## src/design/otp_cfg_pkg.sv

```systemverilog
// Constants for the standalone pattern and open-load response configuration bank.
// Assumes an internal register access port driven by the serial command decoder.
package otp_cfg_pkg;
    localparam logic [7:0] PATTERN_HI_ADDR = 8'h20;
    localparam logic [7:0] PATTERN_A_LOW_ADDR = 8'h21;
    localparam logic [7:0] PATTERN_B_LOW_ADDR = 8'h22;
    localparam logic [7:0] SETUP_ADDR = 8'h23;
    localparam logic [7:0] CMD_WRITE = 8'h20;
    localparam logic [7:0] CMD_READ = 8'h21;
    localparam logic [7:0] CMD_READ_ALT = 8'h28;
    localparam logic [7:0] PATTERN_RESET = 8'h00;
    localparam logic [7:0] SETUP_RESET = 8'h00;
    localparam int CHECK_EN_BIT = 7;
    localparam int RESPONSE_MSB = 6;
    localparam int RESPONSE_LSB = 5;
    localparam int ADDR_LOW_MSB = 4;
    localparam logic [1:0] ADDR_FIXED_HI = 2'h1;
    localparam logic [6:0] FRESH_ADDR = 7'h20;
    localparam logic [1:0] RESP_RECOVERY_UNDRIVEN = 2'h0;
    localparam logic [1:0] RESP_RECOVERY_DRIVEN = 2'h1;
    localparam logic [1:0] RESP_OUTAGE_UNDRIVEN = 2'h2;
    localparam logic [1:0] RESP_OUTAGE_DRIVEN = 2'h3;
endpackage

```

## src/design/open_load_response.sv

```systemverilog
// Open-load response engine: decides channel enables and flag drive per response mode.
// Assumes synchronous fault, flag and power-good inputs from the analog front end.
`timescale 1ns/100ps
module open_load_response #(
    parameter int CHANNELS = 12
) (
    input wire logic clk,
    input wire logic rst,
    // Configuration, sampled at each evaluation
    input wire logic [1:0] response_mode,
    input wire logic [CHANNELS-1:0] base_enable,
    // Diagnosis and pins
    input wire logic power_good,
    input wire logic [CHANNELS-1:0] open_fault,
    input wire logic fault_flag_in,
    // Results
    output logic [CHANNELS-1:0] enable_reg,
    output logic [CHANNELS-1:0] force_reg,
    output logic flag_drive_reg,
    output logic low_power_reg
);
    typedef enum logic [2:0] {
        ST_NORMAL = 3'b001,
        ST_RECOVER = 3'b010,
        ST_SHUTDOWN = 3'b100
    } state_t;

    state_t state_reg;
    state_t state_next;
    logic [CHANNELS-1:0] enable_next;
    logic [CHANNELS-1:0] force_next;

    wire recovery = ~response_mode[1];
    wire driven = response_mode[0];
    wire any_fault = |open_fault;
    wire diag_valid = recovery ? power_good : 1'b1;
    wire fault_seen = diag_valid & any_fault;
    wire ext_flag = recovery & power_good & fault_flag_in;

    always_comb begin
        state_next = ST_NORMAL;
        enable_next = ~base_enable;
        force_next = '0;
        case (state_reg)
            ST_NORMAL, ST_RECOVER: begin
                if (ext_flag) begin
                    state_next = ST_SHUTDOWN;
                end else if (recovery && power_good && any_fault) begin
                    state_next = ST_RECOVER;
                end else begin
                    state_next = ST_NORMAL;
                end
            end
            ST_SHUTDOWN: begin
                state_next = (recovery && power_good) ? ST_SHUTDOWN : ST_NORMAL;
            end
            default: state_next = ST_NORMAL;
        endcase
        case (state_next)
            ST_RECOVER: begin
                enable_next = '0;
                force_next = open_fault;
            end
            ST_SHUTDOWN: enable_next = '0;
            default: enable_next = ~base_enable;
        endcase
    end

    always_ff @(posedge clk) begin
        if (rst) begin
            state_reg <= ST_NORMAL;
            enable_reg <= '0;
            force_reg <= '0;
            flag_drive_reg <= 1'b0;
            low_power_reg <= 1'b0;
        end else begin
            state_reg <= state_next;
            enable_reg <= enable_next;
            force_reg <= force_next;
            flag_drive_reg <= driven & fault_seen;
            low_power_reg <= (state_next == ST_SHUTDOWN);
        end
    end

    recover_force_a: assert property (@(posedge clk) disable iff (rst)
        (recovery && power_good && any_fault && !ext_flag && state_reg != ST_SHUTDOWN)
        |=> (force_reg == $past(open_fault)) && (enable_reg == '0))
        else $error("recovery did not force faulty channel");
    outage_keep_a: assert property (@(posedge clk) disable iff (rst)
        (!recovery && state_reg != ST_SHUTDOWN) |=> enable_reg == ~$past(base_enable))
        else $error("outage changed regulation");
    ext_flag_off_a: assert property (@(posedge clk) disable iff (rst)
        ext_flag |=> low_power_reg && enable_reg == '0)
        else $error("external flag did not shut outputs");
    no_pg_ignore_a: assert property (@(posedge clk) disable iff (rst)
        (recovery && !power_good) |=> !flag_drive_reg && force_reg == '0)
        else $error("diagnosis acted without power good");
    undriven_flag_a: assert property (@(posedge clk) disable iff (rst)
        !driven |=> !flag_drive_reg)
        else $error("flag driven in undriven mode");
endmodule

```

## src/design/standalone_config.sv

```systemverilog
// Configuration bank for standalone patterns, bus check enable, response mode and address.
// Assumes the serial engine presents decoded commands as one-cycle strobes with a register address.
// Summary of operation
// - Pattern B low byte gives channels 7..0 when select pin is high; 0 on.
// - Pattern B low register sits at 0x22, reset 0x00.
// - Setup byte at 0x23, reset 0x00: check enable, response field, address bits.
// - Both registers read and write through commands 0x20, 0x21, 0x28.
// - Check enable bit 7 set to 1 turns on parity checking in bus driven operation.
// - Response field: recovery or outage, flag undriven or driven, per code.
// - Flag pin driven on open load only in a driven setting.
// - Recovery diagnosis runs only while power good is high.
// - Recovery fault forces current in faulty channel, others off.
// - Recovery resumes normal channels once the fault clears.
// - Recovery: external flag turns all outputs off, enters low power.
// - Recovery without power good ignores flag input and diagnosis.
// - Outage diagnoses but never alters current regulation.
// - Outage ignores an externally asserted flag.
// - Slave address is 01 followed by five programmed low bits.
// - Select pin low takes twelve enables from pattern A.
// - Pattern B bits 11..8 sit in upper nibble of 0x20, same encoding.
// - Unprogrammed device answers slave address 0100000.
`timescale 1ns/100ps
module standalone_config #(
    parameter int CHANNELS = 12
) (
    input wire logic clk,
    input wire logic rst,
    // Command port from the serial engine
    input wire logic cmd_valid,
    input wire logic [7:0] cmd_code,
    input wire logic [7:0] cmd_addr,
    input wire logic [7:0] cmd_wdata,
    output logic [7:0] cmd_rdata_reg,
    output logic cmd_rvalid_reg,
    // Bus transaction framing and programming state
    input wire logic bus_busy,
    input wire logic address_programmed,
    output logic [6:0] slave_address_reg,
    output logic bus_error_check_enable_reg,
    // Mode and pins
    input wire logic bus_driven_operation,
    input wire logic pattern_select_pin,
    input wire logic power_good,
    input wire logic [CHANNELS-1:0] open_fault,
    input wire logic fault_flag_in,
    output logic fault_flag_out_reg,
    output logic fault_flag_oe_reg,
    output logic [CHANNELS-1:0] channel_enable_vector,
    output logic [CHANNELS-1:0] channel_force,
    output logic low_power
);
    logic [7:0] pattern_hi_reg;
    logic [7:0] pattern_a_low_reg;
    logic [7:0] pattern_b_low_reg;
    logic [7:0] setup_reg;
    logic [1:0] response_reg;
    logic [CHANNELS-1:0] en_int;
    logic [CHANNELS-1:0] force_int;
    logic drive_int;
    logic lp_int;

    function automatic logic hit(input logic [7:0] a, input logic [7:0] b);
        hit = (a == b);
    endfunction

    wire is_write = cmd_valid & hit(cmd_code, otp_cfg_pkg::CMD_WRITE);
    wire is_read = cmd_valid & (hit(cmd_code, otp_cfg_pkg::CMD_READ) |
        hit(cmd_code, otp_cfg_pkg::CMD_READ_ALT));
    wire wr_hi = is_write & hit(cmd_addr, otp_cfg_pkg::PATTERN_HI_ADDR);
    wire wr_a = is_write & hit(cmd_addr, otp_cfg_pkg::PATTERN_A_LOW_ADDR);
    wire wr_b = is_write & hit(cmd_addr, otp_cfg_pkg::PATTERN_B_LOW_ADDR);
    wire wr_setup = is_write & hit(cmd_addr, otp_cfg_pkg::SETUP_ADDR);
    wire [7:0] rd_mux =
        hit(cmd_addr, otp_cfg_pkg::PATTERN_HI_ADDR) ? pattern_hi_reg :
        hit(cmd_addr, otp_cfg_pkg::PATTERN_A_LOW_ADDR) ? pattern_a_low_reg :
        hit(cmd_addr, otp_cfg_pkg::PATTERN_B_LOW_ADDR) ? pattern_b_low_reg :
        hit(cmd_addr, otp_cfg_pkg::SETUP_ADDR) ? setup_reg : 8'h00;
    // Pattern B high nibble lives in the shared register alongside pattern A
    wire [CHANNELS-1:0] pattern_a = {pattern_hi_reg[3:0], pattern_a_low_reg};
    wire [CHANNELS-1:0] pattern_b = {pattern_hi_reg[7:4], pattern_b_low_reg};
    // Bus mode patterns are supplied elsewhere; here all channels are allowed
    wire [CHANNELS-1:0] base_off = bus_driven_operation ? '0 :
        (pattern_select_pin ? pattern_b : pattern_a);
    wire [6:0] addr_next = address_programmed ?
        {otp_cfg_pkg::ADDR_FIXED_HI, setup_reg[otp_cfg_pkg::ADDR_LOW_MSB:0]} :
        otp_cfg_pkg::FRESH_ADDR;

    always_ff @(posedge clk) begin
        if (rst) begin
            pattern_hi_reg <= otp_cfg_pkg::PATTERN_RESET;
            pattern_a_low_reg <= otp_cfg_pkg::PATTERN_RESET;
            pattern_b_low_reg <= otp_cfg_pkg::PATTERN_RESET;
            setup_reg <= otp_cfg_pkg::SETUP_RESET;
        end else begin
            if (wr_hi) pattern_hi_reg <= cmd_wdata;
            if (wr_a) pattern_a_low_reg <= cmd_wdata;
            if (wr_b) pattern_b_low_reg <= cmd_wdata;
            if (wr_setup) setup_reg <= cmd_wdata;
        end
    end

    always_ff @(posedge clk) begin
        if (rst) begin
            cmd_rdata_reg <= 8'h00;
            cmd_rvalid_reg <= 1'b0;
        end else begin
            cmd_rvalid_reg <= is_read;
            if (is_read) cmd_rdata_reg <= rd_mux;
        end
    end

    // Bus-facing fields only move between transactions
    always_ff @(posedge clk) begin
        if (rst) begin
            slave_address_reg <= otp_cfg_pkg::FRESH_ADDR;
            bus_error_check_enable_reg <= 1'b0;
        end else if (!bus_busy) begin
            slave_address_reg <= addr_next;
            bus_error_check_enable_reg <= setup_reg[otp_cfg_pkg::CHECK_EN_BIT];
        end
    end

    // Response mode is resampled every cycle, i.e. at each diagnosis evaluation
    always_ff @(posedge clk) begin
        if (rst) response_reg <= otp_cfg_pkg::RESP_RECOVERY_UNDRIVEN;
        else response_reg <= setup_reg[otp_cfg_pkg::RESPONSE_MSB:otp_cfg_pkg::RESPONSE_LSB];
    end

    open_load_response #(
        .CHANNELS(CHANNELS)
    ) u_resp (
        .clk(clk),
        .rst(rst),
        .response_mode(response_reg),
        .base_enable(base_off),
        .power_good(power_good),
        .open_fault(open_fault),
        .fault_flag_in(fault_flag_in),
        .enable_reg(en_int),
        .force_reg(force_int),
        .flag_drive_reg(drive_int),
        .low_power_reg(lp_int)
    );

    // Open-drain flag: pull low while driving
    always_ff @(posedge clk) begin
        if (rst) begin
            fault_flag_out_reg <= 1'b0;
            fault_flag_oe_reg <= 1'b0;
        end else begin
            fault_flag_out_reg <= 1'b0;
            fault_flag_oe_reg <= drive_int;
        end
    end

    assign channel_enable_vector = en_int;
    assign channel_force = force_int;
    assign low_power = lp_int;

    reg_write_a: assert property (@(posedge clk) disable iff (rst)
        wr_b |=> pattern_b_low_reg == $past(cmd_wdata))
        else $error("pattern b write lost");
    read_back_a: assert property (@(posedge clk) disable iff (rst)
        (is_read && hit(cmd_addr, otp_cfg_pkg::SETUP_ADDR)) |=> cmd_rvalid_reg && cmd_rdata_reg == $past(setup_reg))
        else $error("setup read mismatch");
    addr_form_a: assert property (@(posedge clk) disable iff (rst)
        (!bus_busy && address_programmed) |=> slave_address_reg[6:5] == 2'h1 &&
        slave_address_reg[4:0] == $past(setup_reg[4:0]))
        else $error("slave address mis-formed");
    fresh_addr_a: assert property (@(posedge clk) disable iff (rst)
        (!bus_busy && !address_programmed) |=> slave_address_reg == 7'h20)
        else $error("fresh address wrong");
    busy_hold_a: assert property (@(posedge clk) disable iff (rst)
        bus_busy |=> $stable(slave_address_reg) && $stable(bus_error_check_enable_reg))
        else $error("bus field changed mid transaction");
    check_en_a: assert property (@(posedge clk) disable iff (rst)
        !bus_busy |=> bus_error_check_enable_reg == $past(setup_reg[7]))
        else $error("check enable not applied");
endmodule

```

## config.mk

```make
export PLATFORM = sky130hd
export DESIGN_NAME = standalone_config
export DESIGN_NICKNAME = d
export VERILOG_FILES = /design/src/design/otp_cfg_pkg.sv /design/src/design/open_load_response.sv /design/src/design/standalone_config.sv
export SDC_FILE = /design/constraint.sdc
export NUM_CORES = 1
export LEC_CHECK = 0
export BUFFER_PORTS_ARGS = -buffer_cell sky130_fd_sc_hd__buf_4
export CORE_UTILIZATION = 53
export DETAILED_ROUTE_END_ITERATION = 12
export HOLD_SLACK_MARGIN = 0.12
export PLACE_DENSITY_LB_ADDON = 0.2
export SLEW_MARGIN = 10
export SYNTH_ARGS = -nofsm -noshare
export SYNTH_HDL_FRONTEND = slang
export SYNTH_HIERARCHICAL = 1
export SYNTH_SLANG_ARGS = --single-unit
export TNS_END_PERCENT = 100
```

## constraint.sdc

```tcl
create_clock -name clk -period 2.15 [get_ports clk]
set_input_delay 0.43 -clock clk [delete_from_list [all_inputs] [get_ports clk]]
set_output_delay 0.43 -clock clk [all_outputs]
set_load 0.02 [all_outputs]
```

## Word-level counts from Yosys, hierarchy flattened

Index checks and enable logic that the tools add are counted.

- Logic and storage cells: 59
- Bits in latches: 0
- Input port bits: 45
- Bits in writable memories: 0
- Flip-flop bits (word level): 81
- Memories kept: 0
- Output and inout port bits: 44
- Bits in read-only memories: 0

- Div/mod/pow operators: 0
- Mux-type cells: 12
- Bitwise logic cells: 14
- Reductions and logical operators: 6
- Equality and inequality tests: 12
- Order comparisons: 0
- Shifts and indexed selects: 0
- $add $sub $neg: 0
- Multipliers: 0

Operators with widths:

| cell | number |
|---|---|
| $eq 8x6->1 const B | 7 |
| $mux 8 | 4 |
| $mux 12 | 2 |
| $not 12->12 | 1 |
| $reduce_or 12->1 | 1 |
| $and 1x1->1 | 10 |
| $eq 3x2->1 const B | 2 |
| $eq 3x3->1 const B | 2 |
| $mux 3 | 2 |
| $pmux 3 s2 | 1 |
| $mux 5 | 1 |
| $reduce_or 2->1 | 2 |
| $eq 3x1->1 const B | 1 |
| $reduce_or 3->1 | 1 |
| $logic_and 1x1->1 | 2 |
| $mux 2 | 1 |
| $not 1->1 | 2 |
| $mux 1 | 1 |
| $or 1x1->1 | 1 |

## Depth between registers and ports, before layout

- Word-level depth: 9
- Mapped depth: 6
- Depth with buffers taken out: 5

## By module

Netlist, hierarchy kept.

Modules (own cells, without submodules):

| module | instances | area an instance (sq um) | cells each | sequential area each (sq um) |
|---|---|---|---|---|
| standalone_config | 1 | 2,334.7 | 240 | 1,001.0 |
| open_load_response | 1 | 1,168.6 | 117 | 580.6 |

## Least setup slack after synthesis

Ideal clock, no wire load.

- Path type: input-to-reg
- From: input cmd_code[4]
- To: register setup_reg[0]
- Library setup time: 72 ps
- Slack: 326 ps
- Path buffers: 1
- Data required time: 2,078 ps
- Cell stages on the path: 5
- Arrival: 1,753 ps
- Cell sequence: or4b_4 > and4bb_4 > and3_1 > buf_6 > mux2i_1

- Cells in the longest elaborated chain, start to end: 3

RTL lines:

| item | line | RTL |
|---|---|---|
| start, declared | standalone_config.sv:30 | `input wire logic [7:0] cmd_code,` |
| $eq 8x6->1 | standalone_config.sv:63 | `hit = (a == b);` |
| $and 1x1->1 | standalone_config.sv:66 | `wire is_write = cmd_valid & hit(cmd_code, otp_cfg_pkg::CMD_WRITE);` |
| $and 1x1->1 | standalone_config.sv:72 | `wire wr_setup = is_write & hit(cmd_addr, otp_cfg_pkg::SETUP_ADDR);` |
| end signal, assigned | standalone_config.sv:93 | `setup_reg <= otp_cfg_pkg::SETUP_RESET;` |
| end signal, assigned | standalone_config.sv:98 | `if (wr_setup) setup_reg <= cmd_wdata;` |
| end, declared | standalone_config.sv:55 | `logic [7:0] setup_reg;` |

Every way passes these cells.
A chain may end at the register's enable or synchronous reset.

## Worst setup path in the final report

- From: register u_resp.state_reg[0]
- To: register u_resp.enable_reg[11]

- Cells in the longest elaborated chain, start to end: 5
- Elaborated cells between the ends (all ways): 8
- Those cells by class: eq/ne (5); mux (1); reduce/logical (2)

RTL lines:

| item | line | RTL |
|---|---|---|
| start, declared | open_load_response.sv:28 | `state_t state_reg;` |
| start signal, assigned | open_load_response.sv:77 | `state_reg <= state_next;` |
| $eq 3x1->1 / $eq 3x2->1 (equally long branches) | open_load_response.sv:44 | `case (state_reg)` |
| $reduce_or 2->1 | open_load_response.sv:44 |  |
| $pmux 3 s2 (*) | open_load_response.sv:44 |  |
| $eq 3x2->1 / $eq 3x3->1 (equally long branches) | open_load_response.sv:59 | `case (state_next)` |
| $reduce_or 3->1 (no line) (*) | n/a |  |
| end signal, assigned | open_load_response.sv:78 | `enable_reg <= enable_next;` |
| end, declared | open_load_response.sv:17 | `output logic [CHANNELS-1:0] enable_reg,` |

Mark *: on every way between the ends. The rest lies on a longest branch, timed or not.

==> impl_metrics.env <==
export IMPL_drcViolationCount=0
export IMPL_placed_area_um2=4158
export IMPL_portBuffers=85
export IMPL_antenna_left=0
export IMPL_cts_tree="done"
export IMPL_clock_sinks=79
export IMPL_fin_ws_ns=0.4603
export IMPL_synth_cell_area_um2=3503
export IMPL_synth_ff_type="dfxtp_1"
export IMPL_fin_crit_ns=1.690
export IMPL_fin_nets=480
export IMPL_hpwl_mm=5.485
export IMPL_skew_ns=0.006754
export IMPL_viasPerCell=5.560
export IMPL_die_area_um2=6939
export IMPL_async_flop_share_pct=0
export IMPL_p_clk_share_pct=39.0
export IMPL_synth_seq_cells=79
export IMPL_max_slew_margin_rel_pct=52.52
export IMPL_cts_buffers=9
export IMPL_powerDensity_nw_per_um2=694.9
export IMPL_setup_viol=0
export IMPL_num_rows=29
export IMPL_comb_power_share_pct=11.4
export IMPL_ir_drop_v=0.0005084
export IMPL_drt_pass1_iterations=4
export IMPL_wire_per_inst_um=15.11
export IMPL_syn_avg_cell_area_um2=9.813
export IMPL_synth_warning_count=6
export IMPL_fin_crit_sh_pct=78.59
export IMPL_fin_area_um2=4369
export IMPL_synthDistinctLibCells=38
export IMPL_die_w_um=83.30
export IMPL_initial_utilization_pct=55.17
export IMPL_area_growth_pct=24.71
export IMPL_gp_congestion=0.8206
export IMPL_switching_share_pct=23.15
export IMPL_drt_iter0_markers=194
export IMPL_dieHeight_um=83.30
export IMPL_path_cells="xnor2_1 > a2111oi_4 > o32ai_1"
export IMPL_cts_root_buf="clkbuf_8"
export IMPL_vias=2869
export IMPL_timing_hold_violations_final=0
export IMPL_p_int_mw=2.333
export IMPL_switching_power_mw=0.7028
export IMPL_dpl_worst_slack_ns=0.1058
export IMPL_tns_ns=0
export IMPL_cp_buffers_inverters=0
export IMPL_clkTransAtPathRegs_ns=0.08
export IMPL_worst_pin_slew_ns=0.7122
export IMPL_cts_buffer_depth=2
export IMPL_seq_area_frac_synth_pct=45.14
export IMPL_arrival_ns=1.89
export IMPL_worstSetupEndpointType="flop"
export IMPL_power_leakage_nw=1.995
export IMPL_grt_ovfl_total=0
export IMPL_cp_start_kind="flop"
export IMPL_first_global_vias=2651
export IMPL_r2r_setup_slack_ns=0.46
export IMPL_synth_edf_count=0
export IMPL_fillers=491
export IMPL_h_tree_depth=3
export IMPL_crit_type="flop to flop"
export IMPL_insertion_delay_ns=0.34
export IMPL_antenna_found_initial=0
export IMPL_yosysTopAreaCell="dfxtp_1"
export IMPL_crit_family="compound AO/OA/AOI/OAI gates"
export IMPL_crit_slowest_cell="a2111oi_4"
export IMPL_seqCellArea_um2=1582
export IMPL_synth_top_area_share_pct=45.14
export IMPL_postRouteWirelength_mm=7.799
export IMPL_status="complete, no violations"
export IMPL_hold_path_class="primary input to flop"
export IMPL_coreArea_um2=6350
export IMPL_fin_cells=516
export IMPL_grt_first_pass_wirelength_mm=12.74
export IMPL_clock_fmax_ghz=0.5918
export IMPL_rsz0062_at_grt="false"
export IMPL_drive_above_1_share_pct=27.33
export IMPL_boundaryPins=89
export IMPL_synth_area_top_cells="dfxtp_1, mux2i_1, nand2b_1"
export IMPL_cts_hold_buf=0
export IMPL_grt_max_degree=33
export IMPL_postCtsSetupBuffers=0
export IMPL_syn_inst=357
export IMPL_dp_cells=501
export IMPL_multi_input_area_um2=1739
export IMPL_pwr_share_seq_pct=49.6
export IMPL_postCtsResizedCells=0
export IMPL_drv_cap=0
export IMPL_maxSlewViolCount=0
export IMPL_track_usage_pct=23.10
export IMPL_power_mw=3.036
export IMPL_required_ns=2.35
export IMPL_path_max_fanout=12
export IMPL_slowest_delay_ns=0.73
export IMPL_diodes=0
## worst min-delay path: cells and delay by family
family                 cells  cell delay (ns)
AND/OR/NAND/NOR            1             0.04
buffers and inverters      2             0.15
## synthesized netlist by cell type, types with 2 or more instances
cell and instances:
buf_1 2, nor4_1 5, o32ai_1 12, buf_4 3, xnor2_1 2, conb_1 2
o2bb2ai_1 8, clkbuf_1 12, dfxtp_1 79, nor3b_1 3, nor3b_2 5, mux2i_1 54
buf_2 5, o221ai_1 8, a211oi_1 3, nand3b_1 2, nand2_1 14, nor4b_1 2
nor2b_1 2, a21oi_1 6, inv_1 8, buf_6 5, nand2b_1 41, nor2_1 46
nand3_1 14, and3_1 2
## power by group through the flow
stage / combinational [mW] / sequential (mW) / clock, mW
floorplan: 0.177 / 1.57 / 0
global placement: 0.340 / 1.54 / 0
detailed placement: 0.346 / 1.54 / 0
CTS: 0.347 / 1.51 / 1.20
global route: 0.373 / 1.51 / 1.27
finish: 0.347 / 1.51 / 1.18
## cells in the final DEF (no fill, tap or decap), types with 2 or more instances in the layout
cell type and n:
bufinv_16 2, dfxtp_1 79, clkbuf_8 10, inv_1 8, nor4b_1 2, mux2i_1 54, clkinv_2 2, o2bb2ai_1 8
nor2_1 46, o221ai_1 8, nand3_1 14, nand2b_1 41, a211oi_1 3, a21oi_1 6, nor3b_1 3, conb_1 3
and3_1 2, xnor2_1 2, nand3b_1 2, nor3b_2 5, nand2_1 14, nor4_1 5, nor2b_1 2, buf_4 92
o32ai_1 12
## cell type report
cell class                      count  share of cell area, %
Multi-Input combinational cell    244                  39.81
Sequential cell                    79                  36.20
Timing Repair Buffer               93                  16.27
Clock buffer                       11                  3.236
Tap cell                           77                  2.205
Clock inverter                      4                  1.604
Inverter                            8                 0.6873
## routing by layer
layer	GRT usage, %	wire, um	up-vias
li1	-	-	1404
met1	30.25	3441	1374
met2	37.33	3806	80
met3	3.976	418	11
met4	10.34	133	0
met5	0	0	-
## final timing paths
check,start,to,cells after the start
max,u_resp/state_reg[0]$_SDFF_PP1_,u_resp/enable_reg[11]$_SDFF_PP0_,3
min,open_fault[8],u_resp/force_reg[8]$_SDFF_PP0_,3
max reg2reg,u_resp/state_reg[0]$_SDFF_PP1_,u_resp/enable_reg[11]$_SDFF_PP0_,3
min reg2reg,u_resp/flag_drive_reg$_SDFF_PP0_,fault_flag_oe_reg$_SDFF_PP0_,1
## through the flow
step	hold slack, ns	utilization (%)
floorplan	0.4138	-
global placement	0.4254	65.48
detailed placement	0.4409	65.48
CTS	0.3097	68.81
global route	0.3111	68.81
finish	0.3190	68.81
## kinds of logic after synthesis
logic type | synth area share, %
buffers and inverters | 5.321
xor gates and xnor gates | 0.9645
DFF | 45.14
and+or+nand+nor | 23.29
other | 0.2144
muxes | 15.43
AOI/OAI and AO/OA | 9.643
No activity file was read; power rests on OpenSTA's default activity.
